$ cat src/hw/burst_prot_pkg.sv
// Purpose: shared constants and types of the burst/protection controller
// Assumes: 20 MHz pclk
// Notes: times kept in their own unit, cycle counts derived
package burst_prot_pkg;
  localparam int CLK_HZ = 20_000_000;
  localparam int CLK_PER_US = CLK_HZ / 1_000_000;
  // burst entry
  localparam int BURST_ENTRY_BLANKING_MS = 24;
  localparam int BURST_ENTRY_BLANKING_CYC = BURST_ENTRY_BLANKING_MS * (CLK_HZ / 1000);
  localparam logic [2:0] BURST_ENTRY_VALLEY_COUNT = 3'h7;
  localparam logic [2:0] VALLEY_LOAD_ON_EXIT = 3'h1;
  // burst pwm
  localparam int BURST_SWITCHING_FREQUENCY_HZ = 52_000;
  localparam int BURST_PERIOD_CYC = CLK_HZ / BURST_SWITCHING_FREQUENCY_HZ;
  localparam int BURST_MAX_DUTY_PCT = 50;
  localparam int BURST_MAX_ON_CYC = (BURST_PERIOD_CYC * BURST_MAX_DUTY_PCT) / 100;
  // protections
  localparam int OVERLOAD_BLANKING_MS = 30;
  localparam int OVERLOAD_BLANKING_CYC = OVERLOAD_BLANKING_MS * (CLK_HZ / 1000);
  localparam int OUTPUT_OVERVOLTAGE_BLANKING_NS = 1000;
  localparam int OUTPUT_OVERVOLTAGE_BLANKING_CYC = (OUTPUT_OVERVOLTAGE_BLANKING_NS * CLK_PER_US + 999) / 1000;
  localparam int MAX_ON_TIME_US = 30;
  localparam int MAX_ON_CYC = MAX_ON_TIME_US * CLK_PER_US;
  localparam int TIMER_W = 20;
  // registers
  localparam logic [11:0] CTRL_OFS = 12'h000;
  localparam logic [11:0] STATUS_OFS = 12'h004;
  localparam logic [31:0] CTRL_RST = 32'h0000_0003;
  localparam int CTRL_BURST_EN_BIT = 0;
  localparam int CTRL_SWITCH_EN_BIT = 1;
  localparam int STATUS_STATE_LSB = 0;
  localparam int STATUS_GATE_BIT = 8;
  localparam int STATUS_STARTUP_BIT = 9;
  localparam int STATUS_BIAS_BIT = 10;

  typedef enum logic [5:0] {
    ST_RESTART     = 6'h01,
    ST_NORMAL      = 6'h02,
    ST_BURST_PAUSE = 6'h04,
    ST_BURST_RUN   = 6'h08,
    ST_LATCHED     = 6'h10
  } ctl_state_t;

  // comparator decisions, all asynchronous to pclk
  typedef struct packed {
    logic fb_below_entry;
    logic fb_above_resume;
    logic fb_below_pause;
    logic fb_above_exit;
    logic fb_overload;
    logic cs_burst_peak;
    logic cs_short_winding;
    logic zc_overvoltage;
    logic over_temp;
    logic vcc_undervoltage;
    logic vcc_overvoltage;
    logic vcc_below_off;
    logic vcc_above_on;
    logic vcc_below_power_down;
  } cmp_t;
endpackage : burst_prot_pkg

$ cat src/hw/burst_mode_protection_control.sv
// Purpose: burst mode entry/exit, burst pwm and fault handling
// Assumes: comparator decisions arrive asynchronously; normal pwm request and valley count on pclk
// Notes: registers over apb, zero wait states
//
// The address map and the APB interface to the registers are this design's own decisions.
`timescale 1ns/10ps
module burst_mode_protection_control #(
  parameter int unsigned ENTRY_BLANK_CYC = burst_prot_pkg::BURST_ENTRY_BLANKING_CYC,
  parameter int unsigned OVERLOAD_BLANK_CYC = burst_prot_pkg::OVERLOAD_BLANKING_CYC
) (
  input  wire logic                 pclk,
  input  wire logic                 presetn,
  input  wire logic                 psel,
  input  wire logic                 penable,
  input  wire logic                 pwrite,
  input  wire logic [11:0]          paddr,
  input  wire logic [31:0]          pwdata,
  output logic      [31:0]          prdata,
  output logic                      pready,
  output logic                      pslverr,
  input  wire burst_prot_pkg::cmp_t cmp_async,
  input  wire logic [2:0]           valley_count,
  input  wire logic                 normal_gate_req,
  output logic                      gate,
  output logic                      startup_en,
  output logic                      burst_flag,
  output logic                      bias_en,
  output logic                      soft_start,
  output logic                      valley_load
);
  burst_prot_pkg::cmp_t       cmp;
  burst_prot_pkg::ctl_state_t st_ff;
  burst_prot_pkg::ctl_state_t nxt_st;
  logic [31:0] ctrl_ff;
  logic [31:0] prdata_ff;
  logic        pready_ff;
  logic        pslverr_ff;
  logic        gate_ff;
  logic        startup_ff;
  logic        bias_ff;
  logic        soft_ff;
  logic        vload_ff;
  logic        burst_ff;
  logic        maxon_block_ff;
  logic [8:0]  bp_cnt_ff;
  logic [9:0]  on_cnt_ff;
  logic        entry_done;
  logic        olp_done;
  logic        ovp_done;

  in_sync #(.W($bits(burst_prot_pkg::cmp_t))) u_sync (
    .clk   (pclk),
    .rst_n (presetn),
    .din   (cmp_async),
    .dout  (cmp)
  );

  wire in_norm  = (st_ff == burst_prot_pkg::ST_NORMAL);
  wire in_pause = (st_ff == burst_prot_pkg::ST_BURST_PAUSE);
  wire in_run   = (st_ff == burst_prot_pkg::ST_BURST_RUN);
  wire in_burst = in_pause | in_run;
  wire in_rst   = (st_ff == burst_prot_pkg::ST_RESTART);
  wire in_latch = (st_ff == burst_prot_pkg::ST_LATCHED);
  wire burst_en  = ctrl_ff[burst_prot_pkg::CTRL_BURST_EN_BIT];
  wire switch_en = ctrl_ff[burst_prot_pkg::CTRL_SWITCH_EN_BIT];

  // entry conditions, timer restarts on any drop
  wire entry_run = in_norm & burst_en & cmp.fb_below_entry & (valley_count == burst_prot_pkg::BURST_ENTRY_VALLEY_COUNT);
  blank_timer #(.LIMIT(ENTRY_BLANK_CYC)) u_entry (
    .clk   (pclk),
    .rst_n (presetn),
    .run   (entry_run),
    .done  (entry_done)
  );
  // overload blanking, not counted in burst
  wire olp_run = in_norm & cmp.fb_overload;
  blank_timer #(.LIMIT(OVERLOAD_BLANK_CYC)) u_olp (
    .clk   (pclk),
    .rst_n (presetn),
    .run   (olp_run),
    .done  (olp_done)
  );
  wire ovp_run = (in_norm | in_burst) & ~gate_ff & cmp.zc_overvoltage;
  blank_timer #(.LIMIT(burst_prot_pkg::OUTPUT_OVERVOLTAGE_BLANKING_CYC)) u_ovp (
    .clk   (pclk),
    .rst_n (presetn),
    .run   (ovp_run),
    .done  (ovp_done)
  );

  // latching faults, short winding outside burst
  wire latch_evt   = (in_norm | in_burst) & (ovp_done | (in_norm & gate_ff & cmp.cs_short_winding));
  wire supply_bad  = cmp.vcc_undervoltage | cmp.vcc_overvoltage;
  wire restart_evt = (in_norm | in_burst) & (supply_bad | (in_norm & (olp_done | cmp.over_temp)));
  wire power_up    = in_rst & startup_ff & cmp.vcc_above_on;
  wire latch_clear = in_latch & cmp.vcc_below_power_down;

  always_comb begin
    nxt_st = st_ff;
    unique case (st_ff)
      burst_prot_pkg::ST_RESTART: begin
        if (power_up) nxt_st = burst_prot_pkg::ST_NORMAL;
      end
      burst_prot_pkg::ST_NORMAL: begin
        if (latch_evt) nxt_st = burst_prot_pkg::ST_LATCHED;
        else if (restart_evt) nxt_st = burst_prot_pkg::ST_RESTART;
        else if (entry_done) nxt_st = burst_prot_pkg::ST_BURST_PAUSE;
      end
      burst_prot_pkg::ST_BURST_PAUSE: begin
        if (latch_evt) nxt_st = burst_prot_pkg::ST_LATCHED;
        else if (restart_evt) nxt_st = burst_prot_pkg::ST_RESTART;
        else if (cmp.fb_above_exit) nxt_st = burst_prot_pkg::ST_NORMAL;
        else if (cmp.fb_above_resume) nxt_st = burst_prot_pkg::ST_BURST_RUN;
      end
      burst_prot_pkg::ST_BURST_RUN: begin
        if (latch_evt) nxt_st = burst_prot_pkg::ST_LATCHED;
        else if (restart_evt) nxt_st = burst_prot_pkg::ST_RESTART;
        else if (cmp.fb_above_exit) nxt_st = burst_prot_pkg::ST_NORMAL;
        else if (cmp.fb_below_pause) nxt_st = burst_prot_pkg::ST_BURST_PAUSE;
      end
      burst_prot_pkg::ST_LATCHED: begin
        if (latch_clear) nxt_st = burst_prot_pkg::ST_RESTART;
      end
      default: nxt_st = burst_prot_pkg::ST_RESTART;
    endcase
  end

  wire period_last  = (bp_cnt_ff == 9'(burst_prot_pkg::BURST_PERIOD_CYC - 1));
  wire period_start = in_run & (bp_cnt_ff == 9'h000);
  wire [8:0] nxt_bp_cnt = (!in_run || period_last) ? 9'h000 : bp_cnt_ff + 9'h001;
  wire max_hit   = gate_ff & (on_cnt_ff == 10'(burst_prot_pkg::MAX_ON_CYC - 1));
  wire duty_hit  = gate_ff & (on_cnt_ff == 10'(burst_prot_pkg::BURST_MAX_ON_CYC - 1));
  wire [9:0] nxt_on_cnt = gate_ff ? on_cnt_ff + 10'h001 : 10'h000;
  wire gate_norm  = normal_gate_req & ~maxon_block_ff & ~max_hit;
  wire gate_burst = gate_ff ? ~(cmp.cs_burst_peak | duty_hit | max_hit) : period_start;
  wire nxt_gate = switch_en & ((in_norm & (nxt_st == burst_prot_pkg::ST_NORMAL) & gate_norm) |
                               (in_run & (nxt_st == burst_prot_pkg::ST_BURST_RUN) & gate_burst));
  wire nxt_maxon_block = (in_norm & max_hit) | (maxon_block_ff & normal_gate_req);
  // startup cell follows supply in off states
  wire off_state   = (nxt_st == burst_prot_pkg::ST_RESTART) | (nxt_st == burst_prot_pkg::ST_LATCHED);
  wire nxt_startup = off_state & (cmp.vcc_below_off | (startup_ff & ~cmp.vcc_above_on) | (startup_ff & in_rst & ~power_up));
  wire nxt_bias = (nxt_st == burst_prot_pkg::ST_NORMAL) | (nxt_st == burst_prot_pkg::ST_BURST_RUN);
  wire nxt_vload = in_burst & (nxt_st == burst_prot_pkg::ST_NORMAL);
  wire nxt_soft  = power_up;
  wire nxt_burst = (nxt_st == burst_prot_pkg::ST_BURST_PAUSE) | (nxt_st == burst_prot_pkg::ST_BURST_RUN);

  always_ff @(posedge pclk or negedge presetn) begin
    if (!presetn) begin
      st_ff          <= burst_prot_pkg::ST_RESTART;
      gate_ff        <= 1'b0;
      startup_ff     <= 1'b1;
      bias_ff        <= 1'b0;
      soft_ff        <= 1'b0;
      vload_ff       <= 1'b0;
      burst_ff       <= 1'b0;
      maxon_block_ff <= 1'b0;
      bp_cnt_ff      <= 9'h000;
      on_cnt_ff      <= 10'h000;
    end else begin
      st_ff          <= nxt_st;
      gate_ff        <= nxt_gate;
      startup_ff     <= nxt_startup;
      bias_ff        <= nxt_bias;
      soft_ff        <= nxt_soft;
      vload_ff       <= nxt_vload;
      burst_ff       <= nxt_burst;
      maxon_block_ff <= nxt_maxon_block;
      bp_cnt_ff      <= nxt_bp_cnt;
      on_cnt_ff      <= nxt_on_cnt;
    end
  end

  // apb slave, answer in the access cycle
  wire setup     = psel & ~penable;
  wire hit_ctrl  = (paddr == burst_prot_pkg::CTRL_OFS);
  wire hit_stat  = (paddr == burst_prot_pkg::STATUS_OFS);
  wire wr_ctrl   = psel & penable & pready_ff & pwrite & hit_ctrl;
  wire [31:0] status_word = (32'(st_ff) << burst_prot_pkg::STATUS_STATE_LSB) |
                            (32'(gate_ff) << burst_prot_pkg::STATUS_GATE_BIT) |
                            (32'(startup_ff) << burst_prot_pkg::STATUS_STARTUP_BIT) |
                            (32'(bias_ff) << burst_prot_pkg::STATUS_BIAS_BIT);
  wire [31:0] rd_word = hit_ctrl ? ctrl_ff : (hit_stat ? status_word : 32'h0000_0000);
  wire [31:0] nxt_ctrl = wr_ctrl ? (pwdata & 32'h0000_0003) : ctrl_ff;

  always_ff @(posedge pclk or negedge presetn) begin
    if (!presetn) begin
      ctrl_ff    <= burst_prot_pkg::CTRL_RST;
      prdata_ff  <= 32'h0000_0000;
      pready_ff  <= 1'b0;
      pslverr_ff <= 1'b0;
    end else begin
      ctrl_ff    <= nxt_ctrl;
      prdata_ff  <= (setup & ~pwrite) ? rd_word : 32'h0000_0000;
      pready_ff  <= setup;
      pslverr_ff <= setup & ~(hit_ctrl | (hit_stat & ~pwrite));
    end
  end

  assign prdata      = prdata_ff;
  assign pready      = pready_ff;
  assign pslverr     = pslverr_ff;
  assign gate        = gate_ff;
  assign startup_en  = startup_ff;
  assign burst_flag  = burst_ff;
  assign bias_en     = bias_ff;
  assign soft_start  = soft_ff;
  assign valley_load = vload_ff;
endmodule // burst_mode_protection_control

$ cat src/hw/in_sync.sv
// Purpose: three-stage pin synchroniser with agreement filter
// Assumes: inputs asynchronous to clk
// Notes: output follows once stages two and three agree
`timescale 1ns/10ps
module in_sync #(
  parameter int W = 1
) (
  input  wire logic         clk,
  input  wire logic         rst_n,
  input  wire logic [W-1:0] din,
  output logic      [W-1:0] dout
);
  genvar i;
  generate
    for (i = 0; i < W; i++) begin : g_bit
      logic s1_ff;
      logic s2_ff;
      logic s3_ff;
      logic q_ff;
      always_ff @(posedge clk or negedge rst_n) begin
        if (!rst_n) begin
          s1_ff <= 1'b0;
          s2_ff <= 1'b0;
          s3_ff <= 1'b0;
          q_ff  <= 1'b0;
        end else begin
          s1_ff <= din[i];
          s2_ff <= s1_ff;
          s3_ff <= s2_ff;
          if (s2_ff == s3_ff) begin
            q_ff <= s3_ff;
          end
        end
      end
      assign dout[i] = q_ff;
    end
  endgenerate
endmodule // in_sync

$ cat src/hw/blank_timer.sv
// Purpose: blanking timer, done after LIMIT cycles of continuous run
// Assumes: run from pclk logic
// Notes: run low restarts the count
`timescale 1ns/10ps
module blank_timer #(
  parameter int unsigned LIMIT = 1
) (
  input  wire logic clk,
  input  wire logic rst_n,
  input  wire logic run,
  output logic      done
);
  localparam logic [burst_prot_pkg::TIMER_W-1:0] LAST = burst_prot_pkg::TIMER_W'(LIMIT - 1);
  logic [burst_prot_pkg::TIMER_W-1:0] cnt_ff;
  logic                               done_ff;
  wire  at_last = (cnt_ff == LAST);
  always_ff @(posedge clk or negedge rst_n) begin
    if (!rst_n) begin
      cnt_ff  <= '0;
      done_ff <= 1'b0;
    end else if (!run) begin
      cnt_ff  <= '0;
      done_ff <= 1'b0;
    end else if (at_last) begin
      done_ff <= 1'b1;
    end else begin
      cnt_ff <= cnt_ff + 1'b1;
    end
  end
  assign done = done_ff;
endmodule // blank_timer

$ cat config.mk
export PLATFORM = sky130hd
export DESIGN_NAME = burst_mode_protection_control
export DESIGN_NICKNAME = d
export VERILOG_FILES = /design/src/hw/burst_prot_pkg.sv /design/src/hw/burst_mode_protection_control.sv /design/src/hw/in_sync.sv /design/src/hw/blank_timer.sv
export SDC_FILE = /design/constraint.sdc
export NUM_CORES = 1
export LEC_CHECK = 0
export BUFFER_PORTS_ARGS = -buffer_cell sky130_fd_sc_hd__buf_2
export CORE_ASPECT_RATIO = 0.9
export CORE_MARGIN = 5
export CORE_UTILIZATION = 55
export DETAILED_ROUTE_END_ITERATION = 6
export GPL_TIMING_DRIVEN = 0
export PLACE_DENSITY = 0.81
export SKIP_LAST_GASP = 1
export SLEW_MARGIN = 25
export SYNTH_ARGS = -nofsm -noshare
export SYNTH_HDL_FRONTEND = slang
export SYNTH_SLANG_ARGS = --single-unit
export TNS_END_PERCENT = 20
$ cat constraint.sdc
create_clock -name pclk -period 3.9 [get_ports pclk]
set_input_delay 0.39 -clock pclk [delete_from_list [all_inputs] [get_ports pclk]]
set_output_delay 0.39 -clock pclk [all_outputs]
set_load 0.05 [all_outputs]
* Word-level counts from Yosys, hierarchy flattened
Index checks and enable logic that the tools add are counted.
** Storage, ports and cells
- Register bits after elaboration :: 166
- Input bits :: 67
- Output and inout bits :: 40
- Logic and storage cells :: 221
** Cells by class
- Add/sub/neg operators :: 5
- Equality and inequality tests :: 38
- Mux-type cells :: 32
- Bitwise gates (word level) :: 66
- Reductions and logical operators :: 4
** Operators by type and width (count)
- two-way mux 20 bit :: 6
- two-way mux 6 bit :: 13
- adder 20 x 1 -> 20 bit (second input constant) :: 3
- bitwise AND 1 bit :: 38
- two-way mux 11 bit :: 3
- case mux 6 bit (5 select lines) :: 1
- equality test 20 x 19 -> 1 bit (second input constant) :: 1
- equality test 20 bit (second input constant) :: 1
- equality test 20 x 5 -> 1 bit (second input constant) :: 1
- bitwise OR 1 bit :: 16
- equality test 1 bit :: 14
- equality test 12 x 3 -> 1 bit (second input constant) :: 1
- equality test 6 x 1 -> 1 bit (second input constant) :: 2
- equality test 6 x 2 -> 1 bit (second input constant) :: 2
- equality test 6 x 3 -> 1 bit (second input constant) :: 2
- equality test 6 x 4 -> 1 bit (second input constant) :: 2
- equality test 6 x 5 -> 1 bit (second input constant) :: 2
- zero test 12 bit :: 1
- inequality test 2 bit (second input constant) :: 6
- bitwise OR 10 x 11 -> 11 bit :: 1
- adder 10 x 1 -> 10 bit (second input constant) :: 1
- equality test 10 bit (second input constant) :: 1
- equality test 10 x 8 -> 1 bit (second input constant) :: 1
- two-way mux 10 bit :: 1
- other kinds (11) :: 25

* Longest topological paths before layout
Gate-level depths: netlist (run 1).
- Word-level depth :: 12
- Gate-level depth with buffers :: 7
- Mapped depth without buffers :: 6

* Modules after synthesis
Synthesis (run 1) repeated with hierarchy kept, for this count alone.
** Unflattened totals
- Cells, all modules :: 671
- Area total of the unflattened synthesis :: 7428.4 um^2
** Modules (own cells, without submodules)
- burst_mode_protection_control :: instances 1, cells each 249, area each 2407.3 um^2, sequential area each 1131.1 um^2
- in_sync :: instances 1, cells each 84, area each 1664.1 um^2, sequential area each 1401.3 um^2
- blank_timer at u_entry :: instances 1, cells each 120, area each 1163.6 um^2, sequential area each 525.5 um^2
- blank_timer at u_ovp :: instances 1, cells each 107, area each 1112.3 um^2, sequential area each 525.5 um^2
- blank_timer at u_olp :: instances 1, cells each 111, area each 1081.0 um^2, sequential area each 525.5 um^2

* Worst setup path after synthesis (run 1)
OpenSTA, ideal clock, no wires.
- Path kind :: register to register
- Start point :: register u_entry.cnt_ff[15] (netlist name)
- End point :: register u_entry.cnt_ff[5] (netlist name)
- Library setup time :: 121 ps
- Arrival :: 1555 ps
- Data required time :: 3779 ps
- Setup slack :: 2223 ps
- Cell stages (with the launch flop) :: 6
- Path buffers :: 0
- Period minus slack after synthesis :: 1677 ps
- Cell sequence :: dfrtp_1 > or4b_4 > nor3_4 > a211oi_1 > xnor2_1 > nor2_1
** On the way
- Word-level cells in the longest chain between the ends :: 2
** Ends and longest elaborated chain
- start: declaration :: line blank_timer.sv:14 : logic [burst_prot_pkg::TIMER_W-1:0] cnt_ff;
- start signal: assignment :: line blank_timer.sv:27 : cnt_ff <= cnt_ff + 1'b1;
- equality test 20 x 19 -> 1 bit :: line blank_timer.sv:16 : wire at_last = (cnt_ff == LAST);
- inequality test 2 bit (no source line)
Every way passes these cells.
A chain may end at the register's enable or synchronous reset.

* Worst setup path after layout (run 1)
- Start point :: register u_olp.cnt_ff[14] (netlist name)
- End point :: register u_olp.cnt_ff[1] (netlist name)
** On the way
- Word-level cells in the longest chain between the ends :: 2
** Ends and longest elaborated chain (line)
- start: declaration :: blank_timer.sv:14
- start signal: assignment :: blank_timer.sv:27
- equality test 20 bit :: blank_timer.sv:16
- inequality test 2 bit (no source line)
Every way passes these cells.

==> impl_metrics.csv, run 1 <==
group,metric,value,unit
drt,ant_nets,0,
synthesis,synth_edf_count,0,
timing,setup_viol,0,
synthesis,syn_area,7170,um2
setup_path,r2r_start,"u_olp.cnt_ff[14]",
hold_path,hold_depth,1,
clocking,clk_pin_slew,0.06,ns
drt,wl,14000,um
timing,worstMarginPinSlew,0.573,ns
setup_path,crit_path_end_kind,"flip-flop",
clocking,numClockSinks,164,
timing,hold_viol,0,
final_layout,fillers,953,
floorplan,ioPinCount,107,
synthesis,synth_cell_types,64,
clocking,clk_latency,0.42,ns
power,p_int,2820,uW
setup_path,cp_max_fo,6,
final_layout,multi_input_area,2830,um2
placement,gp_congestion,0.865,
synthesis,postSynthCellCount,647,
synthesis,synthFlopType,"dfrtp_1",
setup_path,r2r_cells,6,
timing,clock_skew,0.0148,ns
job,maxCapViolCount,0,
global_route,grt-ovfl-total,0,
drt,wl_per_cell,15.2,um
placement,port_buffers,53,
floorplan,die_x,130,um
power,p_leak,0.00367,uW
power,power-per-cell-area,435,nW/um2
timing,rsz0062_at_grt,"no",
floorplan,die_y,118,um
clocking,cts.hold.buffers_added,1,
drt,vias,5046,
final_layout,syn_to_final_growth,16.5,%
setup_path,arrival,2.33,ns
power,pwr-share-clk,44.8,%
final_layout,seq_area,4110,um2
placement,pre_cts_ws,1.92,ns
timing,slew_headroom,61.2,%
synthesis,synth_warnings,0,
placement,dpl.hpwl,9590,um
drt,initialDrtViolationCount,444,
power,comb_power_share,6.1,%
run_status,status,"finished clean",
drt,drcViolationCount,0,
hold_path,min_path_type,"input port to flip-flop",
setup_path,crit_type,"flip-flop to flip-flop",
power,p_switching,820,uW
final_layout,drive_gt1_share,19.4,%
clocking,cts-root-buf,"clkbuf_16",
hold_path,min_from,"cmp_async[4]",
timing,period_needed,2.04,ns
drt,met2WireLength,6770,um
synthesis,async_flop_share,100,%
synthesis,synth.yosys.seq_area_share,57.3,%
floorplan,die-area,15400,um2
clocking,htreeDepth,4,
clocking,cts_max_path_buffers,2,
synthesis,yosys_register_bits,164,
power,switching_share,22.6,%
power,p_seq_share,49.1,%
global_route,antenna_found_initial,0,
global_route,grt_max_degree,101,
floorplan,start_util,56.3,%
floorplan,coreArea,12700,um2
global_route,track_usage,18.8,%
timing,fin_crit_sh,52.2,%
drt,avgViaCountPerCell,5.48,
timing,finalSetupTns,0,ns
final_layout,nets,817,
clocking,cts.repair.resized,0,
clocking,cts_tree,"yes",
global_route,grt_pass1_wl,23500,um
setup_path,cp-start-kind,"flip-flop",
floorplan,rows,39,
setup_path,rrSetupSlack,1.86,ns
setup_path,required,4.20,ns
clocking,post-cts-setup-buffer-count,0,
timing,fmax,491,MHz
timing,fin_ws,1.86,ns
setup_path,crit_start,"u_olp.cnt_ff[14]",
drt,met3_length,771,um
drt,drt_pre_antenna_iters,4,
global_route,grt_pass1_vias,5106,
drt,topRoutingLayerUsed,"met4",
timing,drv_slew,0,
final_layout,num_antenna_cells,0,
power,vdd_drop_max,355,uV
drt,wl_met1,6260,um
synthesis,avgSynthCellArea,11.1,um2
clocking,numCtsBuffers,17,
[final cells by class]
type,count,share of cell area (%)
Buffer,36,3.01
Clock buffer,24,5.77
Clock inverter,8,1.20
Inverter,18,0.809
Multi-Input combinational cell,452,33.8
Sequential cell,164,49.2
Tap cell,164,2.46
Timing Repair Buffer,55,3.74
[synth_stat cells (2+ instances only)]
| library cell | count | area [um2] |
|---|---|---|
| or2_2 | 2 | 12.5 |
| nand2b_1 | 4 | 25.0 |
| nand4_1 | 16 | 100 |
| mux2_2 | 2 | 22.5 |
| nand3_1 | 28 | 140 |
| nor2b_1 | 8 | 50.1 |
| buf_4 | 25 | 188 |
| o21bai_1 | 2 | 15.0 |
| inv_1 | 18 | 67.6 |
| buf_6 | 2 | 22.5 |
| dfrtp_1 | 160 | 4000 |
| xor2_1 | 18 | 158 |
| o211ai_1 | 3 | 22.5 |
| clkbuf_1 | 3 | 11.3 |
| buf_2 | 6 | 30.0 |
| and4_1 | 5 | 43.8 |
| o21ai_0 | 17 | 85.1 |
| nand2_1 | 31 | 116 |
| nor4b_1 | 3 | 26.3 |
| nor3_1 | 26 | 130 |
| a31oi_1 | 4 | 25.0 |
| maj3_1 | 14 | 140 |
| a21oi_1 | 27 | 135 |
| a21oi_2 | 5 | 43.8 |
| or3b_2 | 3 | 26.3 |
| nor2_1 | 66 | 248 |
| nor3b_1 | 3 | 22.5 |
| xnor2_1 | 38 | 333 |
| and2_1 | 18 | 113 |
| o2111ai_1 | 2 | 17.5 |
| and3_1 | 12 | 75.1 |
| nor4_1 | 7 | 43.8 |
| nor2_2 | 5 | 31.3 |
| or3_1 | 14 | 87.6 |
| mux2i_1 | 4 | 40.0 |
| a211oi_1 | 3 | 22.5 |
| nand2_2 | 2 | 12.5 |
| ha_1 | 6 | 75.1 |
| dfstp_2 | 4 | 105 |
| nand3b_1 | 2 | 15.0 |
| nand4b_1 | 6 | 52.6 |
[cell usage in the layout (no fill, tap or decap), drive strengths merged, types with 3 or more instances in the layout]
cell type,n
dfrtp,160
buf,87
nor2,71
xnor2,38
nand2,33
a21oi,32
nand3,28
nor3,27
clkbuf,27
conb,24
and2,19
inv,18
xor2,18
o21ai,18
nand4,17
or3,14
maj3,14
and3,12
nor2b,8
nor4,8
nand4b,6
ha,6
and4,6
clkinv,5
mux2i,4
nand2b,4
a31oi,4
dfstp,4
or3b,4
a211oi,4
nor3b,3
nor4b,3
o211ai,3
or4b,3
[critical path, cell delays in order, from the launching register on]
cell      delay, ns
dfrtp_1        0.43
nor4b_1        0.49
nand4b_1       0.24
or2_2          0.34
clkbuf_1       0.18
mux2i_1        0.19
nor2_1         0.05
[registers in the layout, indices dropped and copies added, names as in the netlist, 2 cells and up]
| signal | flops |
|---|---|
| bp_cnt_ff | 9 |
| ctrl_ff | 2 |
| on_cnt_ff | 10 |
| prdata | 9 |
| st_ff | 6 |
| u_entry.cnt_ff | 20 |
| u_olp.cnt_ff | 20 |
| u_ovp.cnt_ff | 20 |
| u_sync.g_bit.q_ff | 14 |
| u_sync.g_bit.s1_ff | 14 |
| u_sync.g_bit.s2_ff | 14 |
| u_sync.g_bit.s3_ff | 14 |
[worst paths after layout]
check | to
setup / recovery | u_olp.cnt_ff[1]
hold / removal | u_sync.g_bit[4].s1_ff
setup reg to reg | u_olp.cnt_ff[1]
hold reg to reg | u_sync.g_bit[9].s2_ff
max in group asynchronous | startup_en
min in group asynchronous | u_ovp.cnt_ff[10]
[metrics by stage]
stage	total power (uW)	cell area, um2	utilization [%]	cells	hold slack (ns)
after global placement	2030	7720	60.7	887	0.332
after CTS	3670	8350	65.6	921	0.0569
final	3640	8350	65.6	921	0.0697
after floorplan	1950	7250	-	670	0.0944
after global routing	3760	8350	65.6	921	0.0587
after detailed placement	2040	7760	60.9	888	0.335
[logic make-up (layout without fill, tap and decap cells)]
family,Yosys count,after routing,share of synthesized area (%)
AO/OA/AOI/OAI,73,73,6.39
flip-flops,164,164,57.3
AND/OR/NAND/NOR,273,273,21.1
XOR/XNOR,56,56,6.84
buffers and inverters,54,141,4.45
multiplexers,6,6,0.873
other,1,24,0.0523
adder cells (fa/ha/maj),20,20,3.00
[per-layer routing]
layer | global-route usage [%] | vias to the layer above
met2 | 30.4 | 140
met1 | 25.2 | 2493
li1 | - | 2395
met4 | 5.98 | 0
met3 | 4.74 | 18
met5 | 0 | -
[power groups by stage]
stage,Sequential (uW),Combinational [uW],Clock [uW]
floorplan,1830,126,0
global placement,1810,214,0
detailed placement,1820,223,0
CTS,1790,225,1650
global route,1790,245,1720
finish,1790,223,1630
Power figures use the tool's default switching activity.
==> run 2, diff against run 1 <==
- CORE_UTILIZATION: 55 -> 51
- PLACE_DENSITY: 0.81 -> 0.79
- clock period: 3.9 -> 1.8 ns (I/O delays scaled with it)
==> run 2 against run 1 <==
Flip-flop and latch count is the same. First-iteration DRC count shrank 8.8%. Count of clock-buffer cells in the layout shrank 6. Maximum frequency grew 15%. Critical path depth grew 1. Register-to-register slack lost 1.8 ns. Non-clock buffer count grew 32. Sequential power grew 120%. Total power grew 110%. Clock power grew 110%. Largest cell class unchanged. Combinational power grew 140%. Global-route usage shrank 1.4 points.
==> impl_metrics.csv, run 2 (synthesis results as in run 1) <==
group,metric,value,unit
run_status,status,"finished clean",
clocking,clk_pin_slew,0.07,ns
clocking,numCtsBuffers,17,
timing,drv_slew,0,
floorplan,start_util,51.6,%
floorplan,ioPinCount,107,
timing,period_needed,1.77,ns
final_layout,fin_cells,982,
timing,hold_ws,0.0160,ns
global_route,grt_max_degree,102,
drt,vias,5176,
clocking,clk_latency,0.43,ns
timing,slew_headroom,63.5,%
clocking,numClockSinks,164,
drt,avgViaCountPerCell,5.27,
clocking,cts-root-buf,"clkbuf_16",
setup_path,arrival,2.11,ns
floorplan,coreArea,13900,um2
final_layout,seq_area,4110,um2
timing,fin_crit_sh,98.1,%
floorplan,die-area,16500,um2
clocking,cts_tree,"yes",
global_route,track_usage,17.5,%
global_route,grt-ovfl-total,0,
power,power-per-cell-area,880,nW/um2
placement,post_dp_cell_area,7800,um2
setup_path,cp-start-kind,"flip-flop",
clocking,cts_max_path_buffers,2,
final_layout,nets,849,
global_route,grt_pass1_wl,23100,um
setup_path,cp_max_fo,9,
floorplan,die_y,122,um
timing,fmax,567,MHz
placement,dp_cells,917,
final_layout,reg_top3,"u_entry.cnt_ff (20), u_olp.cnt_ff (20), u_ovp.cnt_ff (20)",
final_layout,layout_common_cells,"dfrtp_1, nor2_1, buf_2, xnor2_1, buf_4",
clocking,htreeDepth,4,
setup_path,required,2.15,ns
setup_path,crit_type,"flip-flop to flip-flop",
power,p_leak,0.00384,uW
drt,wl_per_cell,14.6,um
timing,hold_viol,0,
final_layout,final_common_cell,"dfrtp_1",
drt,initialDrtViolationCount,405,
drt,drt_pre_antenna_iters,5,
final_layout,drive_gt1_share,24.2,%
floorplan,die_x,135,um
drt,ant_nets,0,
power,vdd_drop_max,646,uV
placement,port_buffers,53,
placement,dpl.hpwl,9350,um
drt,drcViolationCount,0,
job,maxCapViolCount,0,
final_layout,syn_to_final_growth,23.4,%
placement,gp_congestion,0.858,
final_layout,utilization,63.6,%
timing,setup_viol,0,
final_layout,num_antenna_cells,0,
final_layout,fillers,1013,
global_route,antenna_found_initial,0,
power,power,7780,uW
hold_path,min_path_type,"input port to flip-flop",
setup_path,crit_path_end_kind,"flip-flop",
final_layout,fin_area,8840,um2
drt,wl,14400,um
final_layout,multi_input_area,2930,um2
timing,rsz0062_at_grt,"yes",
global_route,grt_pass1_vias,5004,
timing,clock_skew,0.00757,ns
floorplan,rows,41,
timing,worstMarginPinSlew,0.546,ns
run 2: cell count changes in the layout (fill, tap and decap cells not counted), moves of 3 or more:
cell,previous run,this run
dfrtp_2,0,3
buf_6,2,5
a211oi_2,1,4
nor3_1,26,23
a211oi_1,3,0
inv_6,0,6
dlygate4sd3_1,1,18
clkbuf_8,3,0
nor3_2,0,3
dfrtp_1,160,157
buf_4,25,37
buf_2,58,53
clkbuf_1,7,3
run 2: worst max-delay path: stages (launching register included):
cell and delay, ns:
dfrtp_1 0.36, buf_4 0.17, nor4_4 0.34, and2_1 0.19
buf_6 0.15, a221oi_2 0.08, o21bai_2 0.22, a21oi_2 0.16
run 2: stage by stage:
step	worst slack, ns	TNS (ns)
after floorplan	0.123	0
after global placement	-1.77	-284.00
after detailed placement	-0.0627	-0.690
after CTS	-0.0575	-0.269
after global routing	-0.0525	-0.488
final	0.0348	0
run 2: routing by layer:
layer	vias up	routed length [um]	track usage (%)
met5	-	0	0
met4	0	231	5.86
met3	22	824	5.37
met2	157	6970	28.6
met1	2530	6330	22.4
li1	2467	-	-
run 2: what timing repair did:
action                                  4_1_cts  5_1_grt
endpoints found under the setup margin       38       64
setup buffers                                 2       12
endpoints found under the hold margin        80        0
gates resized for setup                       2       42
pin swaps                                     3       12
cloned                                        0        2
hold buffers                                 18        0
run 2: final cells by class:
type / instances / area share, %
multi-input combinational: 452 / 33.2
timing repair buffer: 88 / 7.36
tap: 193 / 2.73
buffer: 35 / 3.30
clock buffer: 18 / 4.85
clock inverter: 14 / 1.34
inverter: 18 / 0.764
sequential: 164 / 46.5
run 2: final timing paths:
check                                      start               endpoint  slack [ns]  cells past startpoint
max                                     st_ff[3]             burst_flag        0.03                      7
max in group asynchronous                presetn               st_ff[0]        0.70                      3
min                                       pwrite                pslverr        0.02                      3
max reg2reg                             st_ff[3]             burst_flag        0.03                      7
min reg2reg                u_sync.g_bit[8].s1_ff  u_sync.g_bit[8].s2_ff        0.35                      0
min in group asynchronous                presetn       u_ovp.cnt_ff[12]        0.27                      2
run 2: power by group:
group	internal [uW]	switching [uW]	leakage, uW
registers	3790	77.6	0.00214
clock network	1800	1570	0.000265
logic	198	344	0.00144
==> run 3, diff against run 2 <==
- CAP_MARGIN: default -> 20
- CORE_ASPECT_RATIO: 0.9 -> default
==> run 3 against run 2 <==
The flow now finishes with violations (setup timing). Final cell count decreased by 1.9%. Routed wire length shrank 0.88%. Cell area is 2.1% lower. Highest routed layer unchanged.
==> impl_metrics.csv, run 3 (synthesis results as in run 1) <==
group,metric,value,unit
placement,port_buffers,53,
drt,wl,14200,um
power,p_int,5930,uW
timing,setup_viol,17,
timing,fin_ws,-0.0577,ns
drt,wl_per_cell,14.8,um
global_route,grt_pass1_wl,23800,um
final_layout,fin_cells,963,
drt,initialDrtViolationCount,313,
power,comb_power_share,6.6,%
timing,slew_headroom,66.7,%
timing,worstMarginPinSlew,0.499,ns
floorplan,coreArea,13800,um2
timing,hold_viol,0,
clocking,clk_latency,0.43,ns
setup_path,crit_type,"flip-flop to flip-flop",
global_route,antenna_found_initial,0,
clocking,numCtsBuffers,17,
setup_path,crit_path_end_kind,"flip-flop",
global_route,grt_pass1_vias,5238,
setup_path,endpoint,"u_entry.cnt_ff[5]",
drt,ant_nets,0,
power,power-per-cell-area,906,nW/um2
placement,dpl.hpwl,9610,um
timing,finalSetupTns,-0.244,ns
timing,drv_slew,0,
final_layout,layout_common_cells,"dfrtp_1, nor2_1, buf_2, xnor2_1, buf_4",
clocking,htreeDepth,4,
clocking,cts_max_path_buffers,2,
timing,fin_crit_sh,103,%
setup_path,rrSetupSlack,-0.06,ns
final_layout,drive_gt1_share,21.2,%
power,pwr-share-clk,44.0,%
setup_path,r2r_end,"u_entry.cnt_ff[5]",
final_layout,nets,843,
clocking,numClockSinks,164,
run_status,violations,"setup timing",
drt,drt_pre_antenna_iters,5,
floorplan,rows,43,
timing,period_needed,1.86,ns
setup_path,required,2.10,ns
final_layout,reg_top3,"u_entry.cnt_ff (20), u_olp.cnt_ff (20), u_ovp.cnt_ff (20)",
power,p_leak,0.00381,uW
floorplan,start_util,51.8,%
clocking,cts-root-buf,"clkbuf_16",
global_route,grt-ovfl-total,0,
drt,vias,5166,
final_layout,syn_to_final_growth,20.8,%
drt,avgViaCountPerCell,5.36,
power,power,7850,uW
setup_path,crit_chain,"ha_1 -> and2_1 -> and3_1 -> buf_2 -> a211oi_2 -> xnor2_1 -> nor2_1",
placement,gp_congestion,0.881,
hold_path,min_path_type,"input port to flip-flop",
final_layout,num_antenna_cells,0,
setup_path,cp_max_fo,9,
power,switching_share,24.4,%
final_layout,fillers,1070,
global_route,grt_max_degree,98,
setup_path,cpPeakStageDelay,0.40,ns
floorplan,die-area,16500,um2
timing,fmax,538,MHz
power,vdd_drop_max,636,uV
run_status,status,"finished with violations",
setup_path,cp-start-kind,"flip-flop",
power,p_seq_share,49.3,%
clocking,cts_tree,"yes",
floorplan,die_y,129,um
drt,drcViolationCount,0,
timing,clock_skew,0.00739,ns
clocking,clk_pin_slew,0.07,ns
setup_path,crit_start,"u_entry.cnt_ff[0]",
setup_path,r2r_cells,7,
placement,dp_cells,904,
setup_path,arrival,2.16,ns
setup_path,r2r_start,"u_entry.cnt_ff[0]",
global_route,track_usage,17.7,%
floorplan,ioPinCount,107,
setup_path,crit_path_top_delay_cell,"dfrtp_1",
final_layout,final_common_cell,"dfrtp_1",
job,maxCapViolCount,0,
power,p_switching,1910,uW
floorplan,die_x,129,um
timing,rsz0062_at_grt,"yes",
==> run 3: layer usage <==
metal | track usage (%) | up-vias | share of wire (%) | wire length [um]
met5 | 0 | - | 0 | 0
met4 | 6.79 | 0 | 1.5 | 209
met1 | 22.4 | 2539 | 42 | 6030
met3 | 3.86 | 19 | 5.6 | 798
met2 | 30.0 | 153 | 51 | 7190
li1 | - | 2455 | - | -
==> run 3: worst min path at each step <==
stage / startpoint / end / slack (ns) / depth (start not counted)
2_1_floorplan: presetn / bias_en / -0.12 / 0
3_3_place_gp: cmp_async[4] / u_sync.g_bit[4].s1_ff / 0.29 / 1
5_1_grt: normal_gate_req / maxon_block_ff / 0.03 / 2
4_1_cts: normal_gate_req / maxon_block_ff / 0.03 / 2
6_report: normal_gate_req / maxon_block_ff / 0.04 / 2
3_5_place_dp: presetn / u_entry.cnt_ff[8] / 0.16 / 1
==> run 3: power by group through the flow <==
stage	sequential (uW)	clock (uW)	combinational, uW
floorplan	3950	0	274
global placement	3930	0	463
detailed placement	3940	0	484
CTS	3870	3500	517
global route	3880	3650	567
finish	3870	3450	521
==> run 3: what timing repair did <==
item                                    CTS  global route
endpoints found under the setup margin   42            63
endpoints found under the hold margin    82             0
setup buffers                             5             5
hold buffers                             18             0
resized for setup                         3            15
pin swaps                                 3             3
==> run 3: worst max-delay path, delay by kind of cell, from the launching register on <==
family	cells	cell delay, ns
AOI/OAI and AO/OA	1	0.29
buffers and inverters	1	0.18
and+or+nand+nor	3	0.48
DFF	1	0.40
xor gates and xnor gates	1	0.18
adders and majority gates	1	0.22
==> run 3: cell type report <==
| cell class | count | area (um2) | area share (%) |
|---|---|---|---|
| Clock buffer | 18 | 439 | 5.07 |
| Buffer | 35 | 270 | 3.12 |
| Tap cell | 180 | 225 | 2.60 |
| Timing Repair Buffer | 82 | 558 | 6.45 |
| Inverter | 18 | 67.6 | 0.780 |
| Sequential cell | 164 | 4110 | 47.5 |
| Multi-Input combinational cell | 452 | 2860 | 33.0 |
| Clock inverter | 14 | 128 | 1.47 |
==> run 3: through the flow <==
| stage | utilization [%] | worst slack (ns) | instance area [um2] | hold WS (ns) |
|---|---|---|---|---|
| 2_1_floorplan | - | 0.123 | 7250 | -0.116 |
| 3_3_place_gp | 56.0 | -1.73 | 7740 | 0.289 |
| 3_5_place_dp | 56.3 | -0.151 | 7780 | 0.159 |
| 4_1_cts | 62.0 | -0.0243 | 8580 | 0.0297 |
| 5_1_grt | 62.6 | -0.114 | 8660 | 0.0345 |
| 6_report | 62.6 | -0.0577 | 8660 | 0.0420 |
